### config.mk
export PLATFORM = sky130hd
export DESIGN_NAME = pxc_regs
export DESIGN_NICKNAME = d
export VERILOG_FILES = /design/src/rtl/pxc_pkg.sv /design/src/rtl/pxc_regs.sv
export VERILOG_INCLUDE_DIRS = /design/src /design/src/rtl
export SDC_FILE = /design/constraint.sdc
export NUM_CORES = 1
export LEC_CHECK = 0
export BUFFER_PORTS_ARGS = -buffer_cell sky130_fd_sc_hd__buf_2
export CORE_AREA = 2 2 55 57
export CTS_CLUSTER_SIZE = 14
export DETAILED_ROUTE_END_ITERATION = 16
export DIE_AREA = 0 0 57 59
export PLACE_DENSITY_LB_ADDON = 0.12
export SYNTH_ARGS = -nofsm -noshare
export SYNTH_HDL_FRONTEND = slang
export SYNTH_SLANG_ARGS = --single-unit
### constraint.sdc
create_clock -name mclk -period 3.9 [get_ports mclk]
set_input_delay 0.585 -clock mclk [delete_from_list [all_inputs] [get_ports mclk]]
set_output_delay 0.585 -clock mclk [all_outputs]
set_load 0.05 [all_outputs]
### src/rtl/pxc_consts.svh
/*
 * register offsets, field positions, reset values and timing counts for the
 * extended control register pair.
 * assumes inclusion by bare name from the design file.
 */
`ifndef PXC_CONSTS_SVH
`define PXC_CONSTS_SVH

// register offsets on the management port
`define PXC_ADDR_TEST_EXT     5'h1b
`define PXC_ADDR_GEN_CTRL2    5'h1c
// broadcast phy address
`define PXC_BCAST_PHYAD       5'h1f

// test extension fields
`define PXC_TP_SEL_LSB        0
`define PXC_TP_EN_BIT         4
`define PXC_TP_SEL_RST        2'h0

// general control two fields
`define PXC_SYNC_BIT          13
`define PXC_RCLK_OUT_BIT      12
`define PXC_BCAST_BIT         11
`define PXC_LEGACY_BIT        10
`define PXC_SRST_BIT          9
`define PXC_CLKDIS_BIT        1
`define PXC_RSVD0_BIT         0

// soft reset pulse length in reference clocks
`define PXC_SRST_CYCLES       4'h8

`endif

### src/rtl/pxc_pkg.sv
/*
 * types shared by the extended control register block.
 * assumes pxc_consts.svh is on the include path.
 */
package pxc_pkg;
    // test pattern choices
    typedef enum logic [1:0] {
        PXC_PAT_DATA_EOP_A = 2'h0, // data, end_of_packet_variant_a
        PXC_PAT_DATA_EOP_B = 2'h1, // data, end_of_packet_variant_b
        PXC_PAT_LINK_PULSE = 2'h2, // link pulses
        PXC_PAT_MANCH_ONES = 2'h3  // constant manchester ones
    } pxc_pattern_t;

    // management write strobe with address and data
    typedef struct packed {
        logic        wr;    // one-cycle write strobe
        logic [4:0]  phyad; // phy address of the frame
        logic [4:0]  regad; // register address
        logic [15:0] data;  // write data
    } pxc_mgmt_wr_t;

    // device status feeding the clock decisions
    typedef struct packed {
        logic speed_100;    // link runs at 100 Mb/s
        logic mac_mii_rmii_master; // mac interface is mii or rmii master
    } pxc_link_stat_t;

    // control outputs toward the rest of the device
    typedef struct packed {
        logic       pattern_enable_10m;  // 10 Mb test pattern on
        logic [1:0] test_pattern_select; // chosen pattern
        logic       tx_clk_from_rx;      // transmit follows recovered clock
        logic       clkout_from_rx;      // clock pin carries recovered clock
        logic       clkout_enable;       // clock pin drives
        logic       legacy_pinout;       // legacy pin and strap order
        logic       broadcast_write_enable; // accept writes to phy 0x1f
    } pxc_ctrl_t;
endpackage : pxc_pkg

### src/rtl/pxc_regs.sv
/*
 * control logic behind the test extension and general control two registers.
 * assumes a management engine that presents decoded write strobes and read
 * addresses synchronous to mclk, and a local phy address from straps.
 */
`timescale 1ns/100ps
`include "pxc_consts.svh"
module pxc_regs (
    input  wire logic           mclk,           // 10 MHz reference clock
    input  wire logic           rst,            // synchronous reset, active high
    input  wire logic           strap_clkout_dis, // strap for clock output disable
    input  wire logic [4:0]     local_phyad,    // local phy address
    input  pxc_pkg::pxc_mgmt_wr_t mgmt_wr,      // management write
    input  wire logic [4:0]     rd_regad,       // management read address
    output logic [15:0]         rd_data,        // read data
    output logic                rd_hit,         // read address maps here
    input  pxc_pkg::pxc_link_stat_t link_stat,  // speed and mac mode
    output pxc_pkg::pxc_ctrl_t  ctrl,           // control toward device
    output logic                soft_reset_out  // device logic reset, high
);
    import pxc_pkg::*;

    // test extension register state
    logic       pat_en_r;       // pattern_enable_10m
    logic       pat_en_nxt;
    logic [1:0] pat_sel_r;      // test_pattern_select
    logic [1:0] pat_sel_nxt;
    // general control two state
    logic       sync_r;         // sync_tx_to_rx_clock_enable
    logic       sync_nxt;
    logic       rclk_out_r;     // recovered_clock_out_select
    logic       rclk_out_nxt;
    logic       bcast_r;        // broadcast_write_enable
    logic       bcast_nxt;
    logic       legacy_r;       // legacy pinout mode
    logic       legacy_nxt;
    logic       clkdis_r;       // clock_output_disable
    logic       clkdis_nxt;
    logic       rsvd0_r;        // reserved read-write bit 0
    logic       rsvd0_nxt;
    logic       strap_pend_r;   // strap still to be caught after reset
    logic       strap_pend_nxt;
    // soft reset sequencer
    logic       srst_bit_r;     // soft reset bit as read back
    logic       srst_bit_nxt;
    logic [3:0] srst_cnt_r;     // remaining reset cycles
    logic [3:0] srst_cnt_nxt;
    // output flops
    pxc_ctrl_t  ctrl_r;
    pxc_ctrl_t  ctrl_nxt;
    logic [15:0] rd_data_r;
    logic [15:0] rd_data_nxt;

    // address decode of a write
    logic       wr_addr_ok;     // frame addressed to us
    logic       wr_test;        // write hits test extension
    logic       wr_gen;         // write hits general control two

    // write address match
    always_comb
    begin
        wr_addr_ok = (mgmt_wr.phyad == local_phyad) ||
                     (bcast_r && (mgmt_wr.phyad == `PXC_BCAST_PHYAD));
        wr_test    = mgmt_wr.wr && wr_addr_ok && (mgmt_wr.regad == `PXC_ADDR_TEST_EXT);
        wr_gen     = mgmt_wr.wr && wr_addr_ok && (mgmt_wr.regad == `PXC_ADDR_GEN_CTRL2);
    end

    // next values of the register fields
    always_comb
    begin
        pat_en_nxt     = pat_en_r;
        pat_sel_nxt    = pat_sel_r;
        sync_nxt       = sync_r;
        rclk_out_nxt   = rclk_out_r;
        bcast_nxt      = bcast_r;
        legacy_nxt     = legacy_r;
        clkdis_nxt     = clkdis_r;
        rsvd0_nxt      = rsvd0_r;
        strap_pend_nxt = 1'b0;
        if (strap_pend_r)
        begin
            clkdis_nxt = strap_clkout_dis;
        end
        if (wr_test)
        begin
            pat_en_nxt  = mgmt_wr.data[`PXC_TP_EN_BIT];
            pat_sel_nxt = mgmt_wr.data[`PXC_TP_SEL_LSB +: 2];
        end
        if (wr_gen)
        begin
            sync_nxt     = mgmt_wr.data[`PXC_SYNC_BIT];
            rclk_out_nxt = mgmt_wr.data[`PXC_RCLK_OUT_BIT];
            bcast_nxt    = mgmt_wr.data[`PXC_BCAST_BIT];
            legacy_nxt   = mgmt_wr.data[`PXC_LEGACY_BIT];
            clkdis_nxt   = mgmt_wr.data[`PXC_CLKDIS_BIT];
            // stored as written, software keeps zero
            rsvd0_nxt    = mgmt_wr.data[`PXC_RSVD0_BIT];
        end
    end

    // register fields, kept through soft reset
    always_ff @(posedge mclk)
    begin
        if (rst)
        begin
            pat_en_r     <= 1'b0;
            pat_sel_r    <= `PXC_TP_SEL_RST;
            sync_r       <= 1'b0;
            rclk_out_r   <= 1'b0;
            bcast_r      <= 1'b0;
            legacy_r     <= 1'b0;
            clkdis_r     <= 1'b0;
            rsvd0_r      <= 1'b0;
            strap_pend_r <= 1'b1;
        end
        else
        begin
            pat_en_r     <= pat_en_nxt;
            pat_sel_r    <= pat_sel_nxt;
            sync_r       <= sync_nxt;
            rclk_out_r   <= rclk_out_nxt;
            bcast_r      <= bcast_nxt;
            legacy_r     <= legacy_nxt;
            clkdis_r     <= clkdis_nxt;
            rsvd0_r      <= rsvd0_nxt;
            strap_pend_r <= strap_pend_nxt;
        end
    end

    // soft reset sequencer next state
    always_comb
    begin
        srst_cnt_nxt = srst_cnt_r;
        srst_bit_nxt = srst_bit_r;
        if (srst_cnt_r != 4'h0)
        begin
            srst_cnt_nxt = srst_cnt_r - 4'h1;
            if (srst_cnt_r == 4'h1)
            begin
                srst_bit_nxt = 1'b0;
            end
        end
        else if (wr_gen && mgmt_wr.data[`PXC_SRST_BIT])
        begin
            srst_cnt_nxt = `PXC_SRST_CYCLES;
            srst_bit_nxt = 1'b1;
        end
    end

    // soft reset sequencer flops
    always_ff @(posedge mclk)
    begin
        if (rst)
        begin
            srst_cnt_r <= 4'h0;
            srst_bit_r <= 1'b0;
        end
        else
        begin
            srst_cnt_r <= srst_cnt_nxt;
            srst_bit_r <= srst_bit_nxt;
        end
    end

    // control outputs from the stored fields
    always_comb
    begin
        ctrl_nxt.pattern_enable_10m  = pat_en_r;
        ctrl_nxt.test_pattern_select = pat_en_r ? pat_sel_r : `PXC_TP_SEL_RST;
        ctrl_nxt.tx_clk_from_rx = sync_r && link_stat.speed_100 && link_stat.mac_mii_rmii_master;
        ctrl_nxt.clkout_from_rx = rclk_out_r && link_stat.speed_100;
        ctrl_nxt.clkout_enable  = legacy_r || !clkdis_r;
        ctrl_nxt.legacy_pinout  = legacy_r;
        ctrl_nxt.broadcast_write_enable = bcast_r;
    end

    // read data mux
    always_comb
    begin
        rd_data_nxt = 16'h0000;
        case (rd_regad)
            `PXC_ADDR_TEST_EXT:
            begin
                rd_data_nxt[`PXC_TP_EN_BIT]      = pat_en_r;
                rd_data_nxt[`PXC_TP_SEL_LSB +: 2] = pat_sel_r;
            end
            `PXC_ADDR_GEN_CTRL2:
            begin
                rd_data_nxt[`PXC_SYNC_BIT]     = sync_r;
                rd_data_nxt[`PXC_RCLK_OUT_BIT] = rclk_out_r;
                rd_data_nxt[`PXC_BCAST_BIT]    = bcast_r;
                rd_data_nxt[`PXC_LEGACY_BIT]   = legacy_r;
                rd_data_nxt[`PXC_SRST_BIT]     = srst_bit_r;
                rd_data_nxt[`PXC_CLKDIS_BIT]   = clkdis_r;
                rd_data_nxt[`PXC_RSVD0_BIT]    = rsvd0_r;
            end
            default:
            begin
                rd_data_nxt = 16'h0000;
            end
        endcase
    end

    // output registers
    always_ff @(posedge mclk)
    begin
        if (rst)
        begin
            ctrl_r    <= '0;
            rd_data_r <= 16'h0000;
        end
        else
        begin
            ctrl_r    <= ctrl_nxt;
            rd_data_r <= rd_data_nxt;
        end
    end

    assign ctrl           = ctrl_r;
    assign rd_data        = rd_data_r;
    assign rd_hit         = (rd_regad == `PXC_ADDR_TEST_EXT) || (rd_regad == `PXC_ADDR_GEN_CTRL2);
    assign soft_reset_out = srst_bit_r;
endmodule : pxc_regs

* Word level (Yosys, flattened, before mapping)
Index checks and enable logic that the tools add are counted.
** Cells by class
- Eq/ne operators :: 8
- Bitwise gates (word level) :: 3
- Mux-type cells :: 9
- Reduce and logical (&&, ||, !) cells :: 19
- $add $sub $neg :: 1
** Operators with widths (count)
- $eq A5 B5 Y1 const B :: 5
- $logic_and A1 B1 Y1 :: 8
- $mux W4 :: 2
- $mux W1 :: 6
- $reduce_or A2 Y1 :: 3
- $eq A5 B5 Y1 :: 1
- $eq A4 B1 Y1 const B :: 1
- $pmux W2 S2 :: 1
- $reduce_bool A2 Y1 :: 2
- $reduce_bool A4 Y1 :: 1
- $sub A4 B1 Y4 const B :: 1
- $logic_or A1 B1 Y1 :: 3
- $not A1 Y1 :: 3
- $ne A2 B1 Y1 const B :: 1
- $reduce_and A2 Y1 :: 1
- $logic_not A1 Y1 :: 1
** Word-level totals
- Register bits after elaboration :: 39
- Input port bits :: 42
- Output and inout bits :: 26
- Logic and storage cells :: 62

* Longest topological paths before layout
- Depth after elaboration :: 8
- Depth in mapped cells :: 5
- Mapped depth without buffers :: 4

* Worst setup path after synthesis
OpenSTA, ideal clock, no wires.
- Path kind :: input to output
- Start point :: in rd_regad[4]
- End point :: out rd_hit
- Stages on the path :: 3
- Data required time :: 3.315 ns
- Buffers on the path :: 0
- Arrival :: 1.311 ns
- Path slack :: 2.004 ns
- Cell sequence :: nand4_1 or2_2 nand2_1
** On the way
- Longest elaborated chain between the ends :: 2
- Elaborated cells on any way between the ends :: 3
- Those cells by class :: eq/ne: 2; reduce/logical: 1
** RTL lines
- start, declared :: RTL line pxc_regs.sv:14 : input wire logic [4:0] rd_regad,
- $eq A5 B5 Y1
- $logic_or A1 B1 Y1 * :: RTL line pxc_regs.sv:221 : assign rd_hit = (rd_regad == `PXC_ADDR_TEST_EXT) || (rd_regad == `PXC_ADDR_GEN_CTRL2);
- end, declared :: RTL line pxc_regs.sv:16 : output logic rd_hit,
Mark *: on every way between the ends. The rest lies on a longest branch, timed or not.

* Final worst setup path
Ends and elaborated chain as after synthesis.

==> flow_summary_export.csv <==
group,metric,value,unit
worst_setup_path,crit_chain,"buf_2, nand4_1, or2_2, nand2_1, buf_2",
grt,pin_count_of_the_biggest_net_entering_global_routing,24,
routing,dr.first_iter.drc_count,21,
placement,placement_cell_area,1508,µm²
cts,buffer_levels_on_the_longest_clock_path,2,
timing,hold_violations,0,
timing,finalSetupTns,0,ns
grt,globalRoute.totalOverflow,0,
synth,synth_area_per_cell,9.757,µm²
timing,timing_worst_slew_pin_value,0.5983,ns
finish,final_cell_mix,"sky130_fd_sc_hd__buf_2 (51), sky130_fd_sc_hd__dfxtp_1 (31), sky130_fd_sc_hd__nand2_1 (17), sky130_fd_sc_hd__nor2_1 (11)",
grt,grt_antenna_before_repair,0,
worst_setup_path,critical_path_required,3.31,ns
floorplanning,die_h,59,µm
timing,finalCritPeriodShare,51.53,%
cts,cts.htree.levels,2,
worst_setup_path,cp_slowest_cell,"sky130_fd_sc_hd__or2_2",
placement,detailed_place_hpwl,1.736,mm
synth,ys_seq_area_share,49.30,%
finish,layout.cells.most_common,"sky130_fd_sc_hd__buf_2",
min_path,min-delay-path-class,"flop to flop",
cts,post_cts_resize_count,0,
floorplanning,die_area,3363,µm²
finish,n_antenna_cell,0,
routing,antenna_left,0,
cts,worstSkewPairLatency,0.32,ns
finish,drive_above_1_share,36.96,%
routing,detail_route.drc_violations,0,
worst_setup_path,cp_common_cell,"sky130_fd_sc_hd__buf_2",
power_and_ir_drop,power_density,401.0,nW/µm²
power_and_ir_drop,vdd_drop_max,0.0002829,V
timing,final-max-slew-violation-count,0,
timing,setup_violations,0,
finish,stdcell_area,1594,µm²
placement,port_buffers,51,
routing,routedWlPerCell,10.62,µm
synth,synth-warning-count,0,
routing,viasPerCell,4.805,
worst_setup_path,criticalPathCategory,"input port to output port",
routing,vias,1033,
timing,rsz0062_at_grt,"no",
synth,synth_cells,129,
floorplanning,ioPinCount,68,
grt,vias_in_the_first_global_route,959,
finish,layout.nets,225,
grt,grt_first_pass_wirelength,3.843,mm
worst_setup_path,timing.critical_path.slowest_cell_delay,0.31,ns
cts,cts.root.buffer_cell,"sky130_fd_sc_hd__clkbuf_4",
min_path,worstHoldPathCells,2,
worst_setup_path,ff2ff_path_depth,3,
timing,holdWs,0.4646,ns
worst_setup_path,worst_setup_path_start_kind,"input port",
timing,finalWorstPathRequiredPeriod,2.010,ns
power_and_ir_drop,cellLeakagePower,0.8194,nW
timing,slew-limit-headroom,60.07,%
floorplanning,core_footprint,2710,µm²
synth,synth.cell_area,1259,µm²
finish,area_growth,26.64,%
routing,drt_pre_antenna_iters,4,
placement,place.gp.congestion,0.6674,
cts,cts.hold.buffers_added,0,
worst_setup_path,worst_path_arrival_time,1.42,ns
cts,cts_inserted_buffers,5,
floorplanning,floorplan.initialDensity,46.45,%
cts,number_of_clock_sinks_seen_by_cts,31,
timing,final.setup_skew,0.002468,ns
grt,grt_util_all_layers,15.15,%
floorplanning,die_w,57,µm
worst_setup_path,crit_path_end_kind,"output port",
timing,timing.fmax,497.6,MHz
worst_setup_path,crit_path_max_fanout,3,
run_status,status,"completed",
synth,synth.lib_cells_used.distinct,33,
cts,post_cts.repair.setup_buffers,0,
flow_run,maxCapViolations,0,
cts,worst_setup_hold_path_clk_slew,0.09,ns
cts,cts_tree,"yes",
synth,ys_ff_latch,31,
routing,drt_wl_total,2.283,mm
floorplanning,rows,19,
state kept, by name, indices dropped and copies added (netlist names):
register,cells
ctrl,8
rd_data,8
srst_cnt_r,4
pat_sel_r,2
bcast_r,1
clkdis_r,1
legacy_r,1
pat_en_r,1
rclk_out_r,1
rsvd0_r,1
soft_reset_out,1
strap_pend_r,1
sync_r,1
worst paths after layout:
kind / endpoint / slack (ns) / startpoint
setup / recovery: rd_hit / 1.89 / rd_regad[4]
hold / removal: ctrl[2] / 0.46 / legacy_r
setup reg to reg: soft_reset_out / 2.59 / srst_cnt_r[3]
hold reg to reg: ctrl[2] / 0.46 / legacy_r
stage by stage:
stage | power (mW) | setup slack [ns] | instances | utilization, %
2_1_floorplan | 0.3723 | 2.004 | 136 | -
5_1_grt | 0.6629 | 1.847 | 215 | 58.82
3_3_place_gp | 0.3875 | 1.923 | 207 | 55.63
6_report | 0.6393 | 1.890 | 215 | 58.82
4_1_cts | 0.6455 | 1.886 | 215 | 58.82
3_5_place_dp | 0.3886 | 1.886 | 207 | 55.63
synthesized netlist by cell type:
library cell	count	area (µm²)
sky130_fd_sc_hd__nor2b_1	2	12.51
sky130_fd_sc_hd__a22oi_4	1	21.27
sky130_fd_sc_hd__and3_1	5	31.28
sky130_fd_sc_hd__mux2_4	1	15.01
sky130_fd_sc_hd__nand3b_1	2	15.01
sky130_fd_sc_hd__o21ai_1	2	10.01
sky130_fd_sc_hd__o21ai_0	2	10.01
sky130_fd_sc_hd__nand2_1	17	63.81
sky130_fd_sc_hd__or4b_2	1	10.01
sky130_fd_sc_hd__inv_1	4	15.01
sky130_fd_sc_hd__a22o_1	1	8.760
sky130_fd_sc_hd__dfxtp_1	31	620.6
sky130_fd_sc_hd__and2_1	2	12.51
sky130_fd_sc_hd__or2_2	1	6.260
sky130_fd_sc_hd__nor2_1	11	41.29
sky130_fd_sc_hd__buf_4	8	60.06
sky130_fd_sc_hd__a21oi_1	3	15.01
sky130_fd_sc_hd__mux2_2	1	11.26
sky130_fd_sc_hd__a22oi_1	2	15.01
sky130_fd_sc_hd__nor3_1	2	10.01
sky130_fd_sc_hd__nor3_2	1	10.01
sky130_fd_sc_hd__nand4_1	4	25.02
sky130_fd_sc_hd__nand3_1	1	5.000
sky130_fd_sc_hd__clkbuf_1	3	11.26
sky130_fd_sc_hd__nor4_1	1	6.260
sky130_fd_sc_hd__xor2_1	5	43.79
sky130_fd_sc_hd__and4_1	2	17.52
sky130_fd_sc_hd__or3b_4	1	11.26
sky130_fd_sc_hd__nor4_4	1	21.27
sky130_fd_sc_hd__conb_1	1	3.750
sky130_fd_sc_hd__o311ai_0	1	8.760
sky130_fd_sc_hd__mux2i_1	8	80.08
sky130_fd_sc_hd__nand3_2	1	10.01
where the power goes:
part | switching, mW | internal, mW | leakage, nW | total, mW
logic | 0.0420 | 0.0200 | 0.521 | 0.0620
clock network | 0.107 | 0.151 | 0.0482 | 0.258
registers | 0.000756 | 0.318 | 0.251 | 0.319
total | 0.150 | 0.490 | 0.819 | 0.639
area by class of cell:
cell class                      count  area [µm²]
Inverter                            4       15.01
Multi-Input combinational cell     90       578.1
Timing Repair Buffer               51       255.2
Tap cell                           31       38.79
Fill cell                         262        1116
Clock buffer                        6       51.30
Clock inverter                      2       35.03
Sequential cell                    31       620.6
critical path, delay by kind of cell:
kind / cells / cell delay (ns)
simple gates: 3 / 0.49
buf+inv: 2 / 0.35
cell families after synthesis:
logic type,after synthesis,synth area share (%)
simple gates,55,24.55
compound gates,12,7.057
other cells,1,0.2979
buf+inv,15,6.859
xor+xnor,5,3.479
flops,31,49.30
mux,10,8.449
per-layer routing:
metal,part of all wire (%),track usage [%],vias up,routed length [µm]
met2,47,25.78,45,1071
met1,42,16.09,447,948
met5,0,0,-,0
li1,-,-,536,-
met3,9.2,6.332,5,211
met4,2.2,7.973,0,51
(Power assumes the default switching activity.)
